--- config.mk ---
export PLATFORM = sky130hd
export DESIGN_NAME = prfc_rx_filter_capture
export DESIGN_NICKNAME = d
export VERILOG_FILES = /design/src/common/prfc_pkg.sv /design/src/hw/prfc_capture_buffer.sv /design/src/hw/prfc_rx_filter_capture.sv
export SDC_FILE = /design/constraint.sdc
export NUM_CORES = 1
export LEC_CHECK = 0
export BUFFER_PORTS_ARGS = -buffer_cell sky130_fd_sc_hd__buf_2
export CAP_MARGIN = 20
export CORE_MARGIN = 10
export CORE_UTILIZATION = 50
export DETAILED_ROUTE_END_ITERATION = 16
export PLACE_DENSITY_LB_ADDON = 0.2
export SLEW_MARGIN = 0
export SYNTH_ARGS = -nofsm -noshare
export SYNTH_HDL_FRONTEND = slang
export SYNTH_HIERARCHICAL = 1
export SYNTH_SLANG_ARGS = --single-unit
--- constraint.sdc ---
create_clock -name core_clk -period 22.6 [get_ports core_clk]
set_input_delay 3.39 -clock core_clk [delete_from_list [all_inputs] [get_ports core_clk]]
set_output_delay 3.39 -clock core_clk [all_outputs]
set_load 0.01 [all_outputs]
--- src/common/prfc_pkg.sv ---
package prfc_pkg;

    // Bus geometry
    localparam int ADDR_W = 12;
    localparam int DATA_W = 32;
    localparam int STRB_W = 4;

    // Register offsets
    localparam logic [ADDR_W-1:0] OFF_BANK_PORT_SEL = 12'h000;
    localparam logic [ADDR_W-1:0] OFF_TS_CMD_CTL = 12'h004;
    localparam logic [ADDR_W-1:0] OFF_CAPTURE_STATUS = 12'h008;
    localparam logic [ADDR_W-1:0] OFF_FILTER_MATCH = 12'h00C;
    localparam logic [ADDR_W-1:0] OFF_CF_ENABLES = 12'h164;
    localparam logic [ADDR_W-1:0] OFF_FILTER_CFG = 12'h168;
    localparam logic [ADDR_W-1:0] OFF_CAP_SECONDS = 12'h16C;
    localparam logic [ADDR_W-1:0] OFF_CAP_NANOS = 12'h170;
    localparam logic [ADDR_W-1:0] OFF_CAP_HEADER = 12'h174;
    localparam logic [ADDR_W-1:0] OFF_FILTERED_CNT = 12'h18C;

    // Bank and port routing
    localparam logic [2:0] PORT_BANK = 3'h1;
    localparam logic [1:0] THIS_PORT = 2'h0;

    // Reset values, version wildcard and counter ceiling
    localparam logic [15:0] CF_ENABLE_RST = 16'h000F;
    localparam logic [15:0] TYPE_FILTER_RST = 16'h0000;
    localparam logic [3:0] VERSION_MATCH_RST = 4'h2;
    localparam logic [7:0] DOMAIN_MATCH_RST = 8'h00;
    localparam logic [3:0] VERSION_ANY = 4'h0;
    localparam logic [31:0] COUNT_MAX = 32'hFFFF_FFFF;

    // Capture status and timestamp control fields
    localparam int POP_BIT = 8;
    localparam int TS_ENABLE_BIT = 0;

    // Capture buffer
    localparam int CAP_DEPTH = 4;
    localparam int CAP_IDX_W = 2;
    localparam int CAP_CNT_W = 3;

    // Source identity checksum
    localparam int SRC_ID_W = 80;
    localparam logic [11:0] CRC12_POLY = 12'h80F;
    localparam logic [11:0] CRC12_INIT = 12'h000;

    // Bus responses
    localparam logic [1:0] RESP_OKAY = 2'h0;
    localparam logic [1:0] RESP_SLVERR = 2'h2;

    typedef struct packed {
        logic [25:0] rsvdHigh;
        logic [1:0] portSel;
        logic rsvdLow;
        logic [2:0] bankSel;
    } prfc_bank_port_t;

    typedef struct packed {
        logic [12:0] rsvd;
        logic alternateFlagFilterEnable;
        logic domainFilterEnable;
        logic versionFilterEnable;
        logic [15:0] typeFilterMask;
    } prfc_filter_cfg_t;

    typedef struct packed {
        logic [19:0] rsvd;
        logic [7:0] domainMatch;
        logic [3:0] versionMatch;
    } prfc_filter_match_t;

    typedef struct packed {
        logic [11:0] sourceIdentityCrc;
        logic [3:0] capturedMessageType;
        logic [15:0] capturedSequenceNumber;
    } prfc_header_t;

    typedef struct packed {
        logic [31:0] captureSeconds;
        logic [29:0] captureNanoseconds;
        prfc_header_t header;
    } prfc_capture_t;

    typedef struct packed {
        logic valid;
        logic [3:0] messageType;
        logic [3:0] version;
        logic [7:0] domain;
        logic alternateFlag;
        logic [15:0] sequenceId;
        logic [SRC_ID_W-1:0] sourceIdentity;
        logic [31:0] ingressSeconds;
        logic [29:0] ingressNanoseconds;
    } prfc_rx_msg_t;

    typedef struct packed {
        logic valid;
        logic drop;
        logic rxError;
        logic correctionModify;
    } prfc_verdict_t;

endpackage : prfc_pkg

--- src/hw/prfc_capture_buffer.sv ---
`timescale 1ns/100ps
module prfc_capture_buffer (
    input logic clk,
    input logic rstn,
    input logic pushValid,
    output logic pushReady,
    input prfc_pkg::prfc_capture_t pushData,
    output logic popValid,
    input logic popReady,
    output prfc_pkg::prfc_capture_t popData,
    output logic [prfc_pkg::CAP_CNT_W-1:0] count
);
    prfc_pkg::prfc_capture_t mem_q [prfc_pkg::CAP_DEPTH];
    prfc_pkg::prfc_capture_t mem_d [prfc_pkg::CAP_DEPTH];
    logic [prfc_pkg::CAP_IDX_W-1:0] rdPtr_q, rdPtr_d, wrPtr_q, wrPtr_d;
    logic [prfc_pkg::CAP_CNT_W-1:0] count_q, count_d;
    logic doPush, doPop;

    assign pushReady = (count_q != prfc_pkg::CAP_CNT_W'(prfc_pkg::CAP_DEPTH));
    assign popValid = (count_q != '0);
    assign popData = mem_q[rdPtr_q];
    assign count = count_q;
    assign doPush = pushValid && pushReady;
    assign doPop = popValid && popReady;

    always_comb begin
        mem_d = mem_q;
        wrPtr_d = wrPtr_q;
        rdPtr_d = rdPtr_q;
        count_d = count_q;
        if (doPush) begin
            mem_d[wrPtr_q] = pushData;
            wrPtr_d = wrPtr_q + 1'b1;
        end
        if (doPop) begin
            rdPtr_d = rdPtr_q + 1'b1;
        end
        if (doPush && !doPop) begin
            count_d = count_q + 1'b1;
        end else if (doPop && !doPush) begin
            count_d = count_q - 1'b1;
        end
    end

    always_ff @(posedge clk or negedge rstn) begin
        if (!rstn) begin
            for (int i = 0; i < prfc_pkg::CAP_DEPTH; i++) begin
                mem_q[i] <= '0;
            end
            wrPtr_q <= '0;
            rdPtr_q <= '0;
            count_q <= '0;
        end else begin
            mem_q <= mem_d;
            wrPtr_q <= wrPtr_d;
            rdPtr_q <= rdPtr_d;
            count_q <= count_d;
        end
    end
endmodule : prfc_capture_buffer

--- src/hw/prfc_rx_filter_capture.sv ---
// Overview of operation
// - Correct only types whose enable bit set
// - Drop types selected in type filter mask
// - Version filter enable drops mismatched versions unless version match is zero
// - Domain filter enable drops other domains
// - Alternate filter enable drops flagged messages
// - Buffer four captures of seconds, nanos, header
// - Captures valid only while count nonzero
// - Seconds word read-only, resets zero
// - Nanoseconds in low thirty bits only
// - Source identity CRC in header top bits
// - Message type copied into header field
// - Sequence number in header low bits
// - Port registers visible only in bank one
// - Port select routes port bank accesses
// - Filtered messages dropped, counted, flagged error
//
// Implementation choice: the AXI4-Lite register port.
`timescale 1ns/100ps
module prfc_rx_filter_capture (
    input logic core_clk,
    input logic resetn,
    input logic [prfc_pkg::ADDR_W-1:0] s_axi_awaddr,
    input logic s_axi_awvalid,
    output logic s_axi_awready,
    input logic [prfc_pkg::DATA_W-1:0] s_axi_wdata,
    input logic [prfc_pkg::STRB_W-1:0] s_axi_wstrb,
    input logic s_axi_wvalid,
    output logic s_axi_wready,
    output logic [1:0] s_axi_bresp,
    output logic s_axi_bvalid,
    input logic s_axi_bready,
    input logic [prfc_pkg::ADDR_W-1:0] s_axi_araddr,
    input logic s_axi_arvalid,
    output logic s_axi_arready,
    output logic [prfc_pkg::DATA_W-1:0] s_axi_rdata,
    output logic [1:0] s_axi_rresp,
    output logic s_axi_rvalid,
    input logic s_axi_rready,
    input prfc_pkg::prfc_rx_msg_t rxMsg,
    output prfc_pkg::prfc_verdict_t rxVerdict
);
    // Reset release
    logic rstMeta_q, rstn;
    always_ff @(posedge core_clk or negedge resetn) begin
        if (!resetn) begin
            rstMeta_q <= 1'b0;
            rstn <= 1'b0;
        end else begin
            rstMeta_q <= 1'b1;
            rstn <= rstMeta_q;
        end
    end

    function automatic logic [11:0] crc12(
        input logic [prfc_pkg::SRC_ID_W-1:0] data
    );
        logic [11:0] crc;
        logic fb;
        crc = prfc_pkg::CRC12_INIT;
        for (int i = prfc_pkg::SRC_ID_W - 1; i >= 0; i--) begin
            fb = crc[11] ^ data[i];
            crc = {crc[10:0], 1'b0};
            if (fb) begin
                crc = crc ^ prfc_pkg::CRC12_POLY;
            end
        end
        return crc;
    endfunction : crc12

    function automatic logic [31:0] mergeStrb(
        input logic [31:0] old,
        input logic [31:0] data,
        input logic [prfc_pkg::STRB_W-1:0] strb
    );
        logic [31:0] res;
        res = old;
        for (int b = 0; b < prfc_pkg::STRB_W; b++) begin
            if (strb[b]) begin
                res[b*8 +: 8] = data[b*8 +: 8];
            end
        end
        return res;
    endfunction : mergeStrb

    function automatic logic isPortReg(
        input logic [prfc_pkg::ADDR_W-1:0] addr
    );
        return addr == prfc_pkg::OFF_CF_ENABLES ||
            addr == prfc_pkg::OFF_FILTER_CFG ||
            addr == prfc_pkg::OFF_CAP_SECONDS ||
            addr == prfc_pkg::OFF_CAP_NANOS ||
            addr == prfc_pkg::OFF_CAP_HEADER ||
            addr == prfc_pkg::OFF_FILTERED_CNT;
    endfunction : isPortReg

    function automatic logic isOwnReg(
        input logic [prfc_pkg::ADDR_W-1:0] addr
    );
        return addr == prfc_pkg::OFF_BANK_PORT_SEL ||
            addr == prfc_pkg::OFF_TS_CMD_CTL ||
            addr == prfc_pkg::OFF_CAPTURE_STATUS ||
            addr == prfc_pkg::OFF_FILTER_MATCH;
    endfunction : isOwnReg

    // Register state
    prfc_pkg::prfc_bank_port_t bankPort_q, bankPort_d;
    prfc_pkg::prfc_filter_cfg_t filterCfg_q, filterCfg_d;
    prfc_pkg::prfc_filter_match_t filterMatch_q, filterMatch_d;
    logic [15:0] cfEnable_q, cfEnable_d;
    logic tsEnable_q, tsEnable_d;
    logic [31:0] filteredCnt_q, filteredCnt_d;

    // Bus state
    logic awReady_q, awReady_d, awHeld_q, awHeld_d;
    logic [prfc_pkg::ADDR_W-1:0] awAddr_q, awAddr_d;
    logic wReady_q, wReady_d, wHeld_q, wHeld_d;
    logic [31:0] wData_q, wData_d;
    logic [prfc_pkg::STRB_W-1:0] wStrb_q, wStrb_d;
    logic bValid_q, bValid_d, arReady_q, arReady_d, rValid_q, rValid_d;
    logic [1:0] bResp_q, bResp_d, rResp_q, rResp_d;
    logic [31:0] rData_q, rData_d;

    // Verdict state
    prfc_pkg::prfc_verdict_t verdict_q, verdict_d;

    // Capture buffer wiring
    prfc_pkg::prfc_capture_t capIn, capHead;
    logic capPush, capPop;
    logic [prfc_pkg::CAP_CNT_W-1:0] capCount;

    logic doWrite, portOpen, msgDrop, msgIn;

    assign portOpen = bankPort_q.bankSel == prfc_pkg::PORT_BANK &&
        bankPort_q.portSel == prfc_pkg::THIS_PORT;
    assign doWrite = awHeld_q && wHeld_q && !bValid_q;
    assign msgIn = rxMsg.valid;

    // Filtering decision
    always_comb begin
        msgDrop = filterCfg_q.typeFilterMask[rxMsg.messageType];
        if (filterCfg_q.versionFilterEnable &&
            filterMatch_q.versionMatch != prfc_pkg::VERSION_ANY &&
            rxMsg.version != filterMatch_q.versionMatch) begin
            msgDrop = 1'b1;
        end
        if (filterCfg_q.domainFilterEnable &&
            rxMsg.domain != filterMatch_q.domainMatch) begin
            msgDrop = 1'b1;
        end
        if (filterCfg_q.alternateFlagFilterEnable &&
            rxMsg.alternateFlag) begin
            msgDrop = 1'b1;
        end
    end

    always_comb begin
        verdict_d = '0;
        verdict_d.valid = msgIn;
        verdict_d.drop = msgIn && msgDrop;
        verdict_d.rxError = msgIn && msgDrop;
        verdict_d.correctionModify = msgIn && !msgDrop &&
            cfEnable_q[rxMsg.messageType];
    end

    always_ff @(posedge core_clk or negedge rstn) begin
        if (!rstn) begin
            verdict_q <= '0;
        end else begin
            verdict_q <= verdict_d;
        end
    end

    // Capture assembly
    always_comb begin
        capIn = '0;
        capIn.captureSeconds = rxMsg.ingressSeconds;
        capIn.captureNanoseconds = rxMsg.ingressNanoseconds;
        capIn.header.sourceIdentityCrc = crc12(rxMsg.sourceIdentity);
        capIn.header.capturedMessageType = rxMsg.messageType;
        capIn.header.capturedSequenceNumber = rxMsg.sequenceId;
    end

    assign capPush = msgIn && !msgDrop && tsEnable_q;
    assign capPop = doWrite && awAddr_q == prfc_pkg::OFF_CAPTURE_STATUS &&
        wStrb_q[prfc_pkg::POP_BIT / 8] && wData_q[prfc_pkg::POP_BIT];

    prfc_capture_buffer u_capture (
        .clk(core_clk),
        .rstn(rstn),
        .pushValid(capPush),
        .pushReady(),
        .pushData(capIn),
        .popValid(),
        .popReady(capPop),
        .popData(capHead),
        .count(capCount)
    );

    // Register writes and filtered counter
    always_comb begin
        bankPort_d = bankPort_q;
        filterCfg_d = filterCfg_q;
        filterMatch_d = filterMatch_q;
        cfEnable_d = cfEnable_q;
        tsEnable_d = tsEnable_q;
        filteredCnt_d = filteredCnt_q;
        if (doWrite) begin
            unique case (awAddr_q)
                prfc_pkg::OFF_BANK_PORT_SEL: begin
                    bankPort_d = mergeStrb(bankPort_q, wData_q, wStrb_q);
                    bankPort_d.rsvdHigh = '0;
                    bankPort_d.rsvdLow = 1'b0;
                end
                prfc_pkg::OFF_TS_CMD_CTL: begin
                    if (wStrb_q[0]) begin
                        tsEnable_d = wData_q[prfc_pkg::TS_ENABLE_BIT];
                    end
                end
                prfc_pkg::OFF_FILTER_MATCH: begin
                    filterMatch_d = mergeStrb(filterMatch_q, wData_q,
                        wStrb_q);
                    filterMatch_d.rsvd = '0;
                end
                prfc_pkg::OFF_CF_ENABLES: begin
                    if (portOpen) begin
                        cfEnable_d = 16'(mergeStrb({16'h0000, cfEnable_q},
                            wData_q, wStrb_q));
                    end
                end
                prfc_pkg::OFF_FILTER_CFG: begin
                    if (portOpen) begin
                        filterCfg_d = mergeStrb(filterCfg_q, wData_q,
                            wStrb_q);
                        filterCfg_d.rsvd = '0;
                    end
                end
                prfc_pkg::OFF_FILTERED_CNT: begin
                    if (portOpen) begin
                        filteredCnt_d = mergeStrb(filteredCnt_q, wData_q,
                            wStrb_q);
                    end
                end
                default: begin
                end
            endcase
        end
        // Increment lands on top of a same-cycle write, so no drop is lost
        if (verdict_d.drop && filteredCnt_d != prfc_pkg::COUNT_MAX) begin
            filteredCnt_d = filteredCnt_d + 32'h0000_0001;
        end
    end

    always_ff @(posedge core_clk or negedge rstn) begin
        if (!rstn) begin
            bankPort_q <= '0;
            filterCfg_q <= '{typeFilterMask: prfc_pkg::TYPE_FILTER_RST,
                default: '0};
            filterMatch_q <= '{versionMatch: prfc_pkg::VERSION_MATCH_RST,
                domainMatch: prfc_pkg::DOMAIN_MATCH_RST, default: '0};
            cfEnable_q <= prfc_pkg::CF_ENABLE_RST;
            tsEnable_q <= 1'b0;
            filteredCnt_q <= '0;
        end else begin
            bankPort_q <= bankPort_d;
            filterCfg_q <= filterCfg_d;
            filterMatch_q <= filterMatch_d;
            cfEnable_q <= cfEnable_d;
            tsEnable_q <= tsEnable_d;
            filteredCnt_q <= filteredCnt_d;
        end
    end

    // Bus slave
    always_comb begin
        awReady_d = awReady_q;
        awHeld_d = awHeld_q;
        awAddr_d = awAddr_q;
        wReady_d = wReady_q;
        wHeld_d = wHeld_q;
        wData_d = wData_q;
        wStrb_d = wStrb_q;
        bValid_d = bValid_q;
        bResp_d = bResp_q;
        arReady_d = arReady_q;
        rValid_d = rValid_q;
        rResp_d = rResp_q;
        rData_d = rData_q;
        if (s_axi_awvalid && awReady_q) begin
            awHeld_d = 1'b1;
            awAddr_d = s_axi_awaddr;
        end
        if (s_axi_wvalid && wReady_q) begin
            wHeld_d = 1'b1;
            wData_d = s_axi_wdata;
            wStrb_d = s_axi_wstrb;
        end
        if (bValid_q && s_axi_bready) begin
            bValid_d = 1'b0;
        end
        if (doWrite) begin
            awHeld_d = 1'b0;
            wHeld_d = 1'b0;
            bValid_d = 1'b1;
            bResp_d = (isPortReg(awAddr_q) || isOwnReg(awAddr_q)) ?
                prfc_pkg::RESP_OKAY : prfc_pkg::RESP_SLVERR;
        end
        awReady_d = !awHeld_d;
        wReady_d = !wHeld_d;
        if (rValid_q && s_axi_rready) begin
            rValid_d = 1'b0;
            arReady_d = 1'b1;
        end
        if (s_axi_arvalid && arReady_q) begin
            arReady_d = 1'b0;
            rValid_d = 1'b1;
            rData_d = '0;
            rResp_d = prfc_pkg::RESP_OKAY;
            if (isPortReg(s_axi_araddr) && portOpen) begin
                unique case (s_axi_araddr)
                    prfc_pkg::OFF_CF_ENABLES: rData_d = {16'h0000, cfEnable_q};
                    prfc_pkg::OFF_FILTER_CFG: rData_d = filterCfg_q;
                    prfc_pkg::OFF_CAP_SECONDS: begin
                        rData_d = capHead.captureSeconds;
                    end
                    prfc_pkg::OFF_CAP_NANOS: begin
                        rData_d = {2'h0, capHead.captureNanoseconds};
                    end
                    prfc_pkg::OFF_CAP_HEADER: rData_d = capHead.header;
                    default: rData_d = filteredCnt_q;
                endcase
            end else if (s_axi_araddr == prfc_pkg::OFF_BANK_PORT_SEL) begin
                rData_d = bankPort_q;
            end else if (s_axi_araddr == prfc_pkg::OFF_TS_CMD_CTL) begin
                rData_d[prfc_pkg::TS_ENABLE_BIT] = tsEnable_q;
            end else if (s_axi_araddr == prfc_pkg::OFF_CAPTURE_STATUS) begin
                rData_d = {29'h0000_0000, capCount};
            end else if (s_axi_araddr == prfc_pkg::OFF_FILTER_MATCH) begin
                rData_d = filterMatch_q;
            end else if (!isPortReg(s_axi_araddr)) begin
                rResp_d = prfc_pkg::RESP_SLVERR;
            end
        end
    end

    always_ff @(posedge core_clk or negedge rstn) begin
        if (!rstn) begin
            awReady_q <= 1'b1;
            awHeld_q <= 1'b0;
            awAddr_q <= '0;
            wReady_q <= 1'b1;
            wHeld_q <= 1'b0;
            wData_q <= '0;
            wStrb_q <= '0;
            bValid_q <= 1'b0;
            bResp_q <= prfc_pkg::RESP_OKAY;
            arReady_q <= 1'b1;
            rValid_q <= 1'b0;
            rResp_q <= prfc_pkg::RESP_OKAY;
            rData_q <= '0;
        end else begin
            awReady_q <= awReady_d;
            awHeld_q <= awHeld_d;
            awAddr_q <= awAddr_d;
            wReady_q <= wReady_d;
            wHeld_q <= wHeld_d;
            wData_q <= wData_d;
            wStrb_q <= wStrb_d;
            bValid_q <= bValid_d;
            bResp_q <= bResp_d;
            arReady_q <= arReady_d;
            rValid_q <= rValid_d;
            rResp_q <= rResp_d;
            rData_q <= rData_d;
        end
    end

    assign s_axi_awready = awReady_q;
    assign s_axi_wready = wReady_q;
    assign s_axi_bvalid = bValid_q;
    assign s_axi_bresp = bResp_q;
    assign s_axi_arready = arReady_q;
    assign s_axi_rvalid = rValid_q;
    assign s_axi_rresp = rResp_q;
    assign s_axi_rdata = rData_q;
    assign rxVerdict = verdict_q;
endmodule : prfc_rx_filter_capture

==> out/results.txt, run 1 <==
Max-Cap Viols: 0
Slew HR: 0.190
post-route core utilization: 0.575
Die ar.: 66500 µm²
TNS Setup: 0 ns
Avg Inst Size Synth: 14.1 µm²
Final Max Tran Viols: 0
nets: 2524
sequential group share of total power: 0.349
Worst-path clk slew: 0.06 ns
synth warn: 6
f_max: 0.143 GHz
CTS H-tree lvls: 2
Die W: 258 µm
Reg2Reg Depth: 9
Sink Count: 562
Fillers: 4637
crit path DAT: 7.48 ns
Worst-Skew Late Latency: 0.63 ns
Final min period: 6.98 ns
crit path kind: input pin to flop
# hold bufs at CTS: 0
Post-CTS Setup Repair Bufs: 0
flop2flop setup slack: 17.92 ns
DR pass1 iterations: 8
CP endpoint kind: flop
Mapped Area: 28300 µm²
Clk pwr share: 0.290
initial core utilization: 0.503
crit-path max FO: 35
power per cell area: 104 nW/µm²
unrepaired setup endpoints after global routing: false
CTS tree: built
Slew @ Worst Pin: 1.22 ns
WL final: 76700 µm
port bufs: 285
GR Overflow Total: 0
DRC: 0
Post-Route Skew: 0.0163 ns
leakage power: 15.1 nW
Mapped Cells: 2007
1st-iter DRT viols: 1230
Hold Fails Final Rpt: 0
switching share of total power: 0.341
reg2reg start: bankPort_q[2]
Hold Path Class: flop to async pin
Post-DP HPWL: 54800 µm
NetSw: 1.14 mW
CTS root buffer: clkbuf_16
share of cells above drive strength 1: 0.450
post-DR vias/cell: 5.81
Core ar.: 56200 µm²
GP Congestion: 0.887
Num CTS Buffers: 59
Setup Viol. Count Final: 0
largest net degree at the start of global routing: 87
status: complete, no violations
CP required: 23.10 ns
# resized after CTS: 0
initial antenna violation count: 23
DR WL/cell: 24.9 µm
Startpoint Class: input pin
GRT Total Usage: 0.228
area grow syn2layout: 14.1%
logic gate share of total power: 0.361
Period Utilization, post-route: 0.309
first-pass GRT wire length: 118000 µm
vias post-DR: 17900
DRT antenna net count: 0
Internal: 2.21 mW
Max Root-Sink Buffers: 3
Ports: 288
worst r2r dst: filteredCnt_q[13]
chip height: 258 µm
# rows: 87
maximum VDD drop: 0.372 mV
vias in the first global route: 19300
==> how the worst max path moves through the flow <==
stage,endpoint,startpoint,cells past startpoint
floorplan,awAddr_q[0],rstn,0
finish,u_capture/mem_q[216],rxMsg[172],12
global placement,u_capture/mem_q[276],rxMsg[172],12
global route,u_capture/mem_q[216],rxMsg[172],12
detailed placement,u_capture/mem_q[278],rxMsg[172],12
CTS,u_capture/mem_q[216],rxMsg[172],12
==> per-layer routing <==
layer	track usage	vias up	part of all wire
met2	0.367	541	0.48
met3	0.0689	137	0.077
met1	0.292	9287	0.41
met5	0	-	0.0019
met4	0.0745	24	0.029
li1	-	7927	-
==> per-stage QoR <==
step	area [µm²]	std cells	power, mW	setup slack, ns	hold slack (ns)
global route	32300	3081	3.53	15.44	0.216
CTS	32200	3072	3.38	15.59	0.371
detailed placement	30200	2965	2.39	14.94	0.344
finish	32300	3085	3.35	15.62	0.191
floorplan	28300	2008	2.08	5.79	0.331
global placement	30200	2965	2.37	14.99	0.340
==> power by group through the flow <==
stage / Sequential (mW) / Clock (mW) / Combinational [mW]
after global placement: 1.18 / 0 / 1.19
after detailed placement: 1.19 / 0 / 1.21
after CTS: 1.17 / 0.991 / 1.22
after floorplan: 1.15 / 0 / 0.925
after global routing: 1.18 / 1.03 / 1.32
final: 1.17 / 0.972 / 1.21
==> worst max-delay path, cell delays in order <==
cell and delay (ns):
buf_2 0.27, mux4_2 0.55, nor2_1 0.09, nand4b_1 0.13, and3_1 0.16, nand3_1 0.13
nor2_1 0.25, nand2_1 0.14, nor2_4 0.77, buf_4 0.58, buf_4 0.58, mux2_2 0.41
==> area by class of cell <==
type / instances / area (µm²) / area share
diodes: 9 / 22.5 / 0.000698
clock buffers: 86 / 1710 / 0.0529
clock inverters: 21 / 220 / 0.00682
inverters: 14 / 52.6 / 0.00163
multi-input cells: 1321 / 13500 / 0.419
flip-flops and latches: 562 / 14100 / 0.436
well taps: 756 / 946 / 0.0293
repair buffers: 316 / 1710 / 0.0530
==> flip-flops by register name (all words and copies together) (netlist names), 2 cells and up <==
name               cells
rxVerdict              3
s_axi_rdata           32
u_capture/count        3
u_capture/wrPtr_q      2
filterCfg_q           19
filteredCnt_q         32
wData_q               32
u_capture/mem_q      376
cfEnable_q            16
wStrb_q                4
awAddr_q              12
bankPort_q             5
filterMatch_q         12
u_capture/rdPtr_q      2
==> placed cells by master, fill, tap and decap left out, drive strengths merged, types with 21 or more instances in the layout <==
cell    instances
dfrtp         554
nor2           33
a222oi         29
o21ai          41
mux2          479
xor2           47
mux2i          39
nor3           21
xnor3          35
buf           315
nand3          46
nand2         148
clkbuf         87
xnor2         136
a22oi          31
mux4          103
No activity file was read; power rests on OpenSTA's default activity.
==> run 2: changes to the inputs <==
clock period = 7.1 ns   (was 22.6 ns; I/O delays follow)
==> run 2 against run 1 <==
Net effect:
- clock power rose to 3.2 times the previous value
- worst hold slack got worse by 0.047 ns
- global-route usage fell by 0.12 points
- sequential power rose to 3.2 times the previous value
- combinational power rose to 3.2 times the previous value
- sequential cell count did not move
- final cell count fell by 0.13%
- non-clock buffer count fell by 2
- clock skew rose by 0.0027 ns
- design area barely moved
- critical path type is now flop to flop
- largest power group unchanged
==> out/results.txt, run 2 (synthesized netlist as in run 1, its figures left out) <==
crit path kind: flop to flop
Max-Cap Viols: 0 (unchanged)
Slew @ Worst Pin: 1.08 ns (-0.137 ns)
unrepaired setup endpoints after global routing: false
Hold Path Class: flop to async pin
Post-DP HPWL: 54500 µm (-0.53%)
DRT antenna net count: 0 (unchanged)
GP Congestion: 0.898 (+1.3%)
WHS: 0.143 ns (-0.0474 ns)
crit-path max FO: 16 (-54%)
Ports: 288 (unchanged)
cell area after layout: 32300 µm² (about the same)
# rows: 87 (unchanged)
largest net degree at the start of global routing: 180 (+110%)
TNS Setup: 0 ns (unchanged)
vias in the first global route: 19200 (-0.56%)
Worst path slowest cell: nand4b_1
area grow syn2layout: 14.2% (about the same)
# resized after CTS: 0 (unchanged)
chip height: 258 µm (unchanged)
maximum VDD drop: 1.24 mV (+230%)
# hold bufs at CTS: 0 (unchanged)
Final Max Tran Viols: 0 (unchanged)
post-DR vias/cell: 5.82 (+0.28%)
status: complete, no violations
pre-CTS setup slack: 2.33 ns (-12.61 ns)
DR pass1 iterations: 6 (-2)
1st-iter DRT viols: 1352 (+9.9%)
nets: 2522 (-0.079%)
setup ws final: 2.35 ns (-13.27 ns)
CP required: 7.61 ns (-15.49 ns)
Post-CTS Setup Repair Bufs: 0 (unchanged)
Period Utilization, post-route: 0.669
Area after DPL: 30300 µm² (+0.17%)
Worst Setup SP: bankPort_q[2]
Post-Place Cells: 2965 (unchanged)
commonest non-fill, non-tap cell in the layout: dfrtp_1
Startpoint Class: flop
CTS root buffer: clkbuf_16
vias post-DR: 17900 (+0.15%)
max reg flops: 376 (unchanged)
Core ar.: 56200 µm² (unchanged)
Biggest register: u_capture/mem_q
Post-Route Skew: 0.0190 ns (+0.00268 ns)
Sink Count: 562 (unchanged)
CTS tree: built
Die W: 258 µm (unchanged)
Die ar.: 66500 µm² (unchanged)
Worst-path clk slew: 0.06 ns (about the same)
CP endpoint kind: flop
fin cells: 3081 (-0.13%)
initial core utilization: 0.503 (unchanged)
slowest cell delay on critical path: 0.82 ns (+0.05 ns)
Slew HR: 0.280 (+0.0897)
most frequent cells in the layout: dfrtp_1 (551), mux2_2 (479), buf_2 (285)
f_max: 0.210 GHz
first-pass GRT wire length: 117000 µm (-0.42%)
crit path DAT: 5.26 ns (-2.22 ns)
GRT Total Usage: 0.227 (-0.00119)
share of cells above drive strength 1: 0.449 (-0.00129)
Hold Fails Final Rpt: 0 (unchanged)
GR Overflow Total: 0 (unchanged)
power per cell area: 330 nW/µm² (+220%)
Setup Viol. Count Final: 0 (unchanged)
Pwr Total: 10.7 mW (+220%)
WL final: 76200 µm (-0.66%)
Max Root-Sink Buffers: 3 (unchanged)
Worst-Skew Late Latency: 0.63 ns (about the same)
CTS H-tree lvls: 2 (unchanged)
port bufs: 285 (unchanged)
post-route core utilization: 0.575 (about the same)
leakage power: 15.0 nW (-0.13%)
DRC: 0 (unchanged)
Final min period: 4.75 ns
Critical Path, Cell by Cell: nor4b_1, nand4b_1, or4_1, a22oi_2, nand4_1, nor4_1, nor2_1, xnor2_1, mux2i_1
initial antenna violation count: 18 (-22%)
reg2reg start: bankPort_q[2]
Num CTS Buffers: 59 (unchanged)
DR WL/cell: 24.7 µm (-0.53%)
[run 2: changes by cell type in the layout (fill, tap and decap cells not counted)]
cell	previous run	this run
buf_12	1	5
buf_16	2	1
buf_4	27	23
bufinv_16	4	5
clkbuf_1	14	17
clkbuf_4	1	0
clkbuf_8	13	9
clkinv_2	13	12
clkinvlp_4	0	3
diode_2	9	5
[run 2: where the power goes]
part           internal [mW]  total (mW)  leakage (nW)  switching [mW]
Clock                   1.81        3.10         0.948            1.30
Sequential              3.41        3.73          7.56           0.319
Combinational           1.82        3.82          6.54            2.00
Total                   7.04        10.7          15.0            3.61
[run 2: cell type report]
type	count	area [µm²]
repair buffers	314	1730
fillers	4586	23900
flip-flops and latches	562	14100
inverters	14	52.6
diodes	5	12.5
clock buffers	85	1660
multi-input cells	1321	13500
well taps	756	946
clock inverters	24	268
[run 2: path summary, 6_finish.rpt]
path | end | slack [ns] | depth (start not counted)
max in group asynchronous | wData_q[23] | 4.97 | 3
worst min-delay path | u_capture/mem_q[45] | 0.14 | 0
worst max-delay path | filteredCnt_q[13] | 2.35 | 9
worst min register to register | u_capture/mem_q[45] | 0.14 | 0
min in group core_clk | rstn | 0.36 | 0
worst max register to register | filteredCnt_q[13] | 2.35 | 9
[run 2: critical path, delay by kind of cell (launching register included)]
kind / cells / cell delay [ns]
compound gates: 1 / 0.41
xor+xnor: 1 / 0.18
flops: 1 / 0.40
mux: 1 / 0.09
simple gates: 6 / 3.54
[run 2: metal layers]
layer	up-vias	global-route usage	part of all wire
met5	-	0	0.0013
met4	16	0.0673	0.025
met3	136	0.0481	0.066
met2	568	0.372	0.48
met1	9304	0.300	0.42
li1	7919	-	-
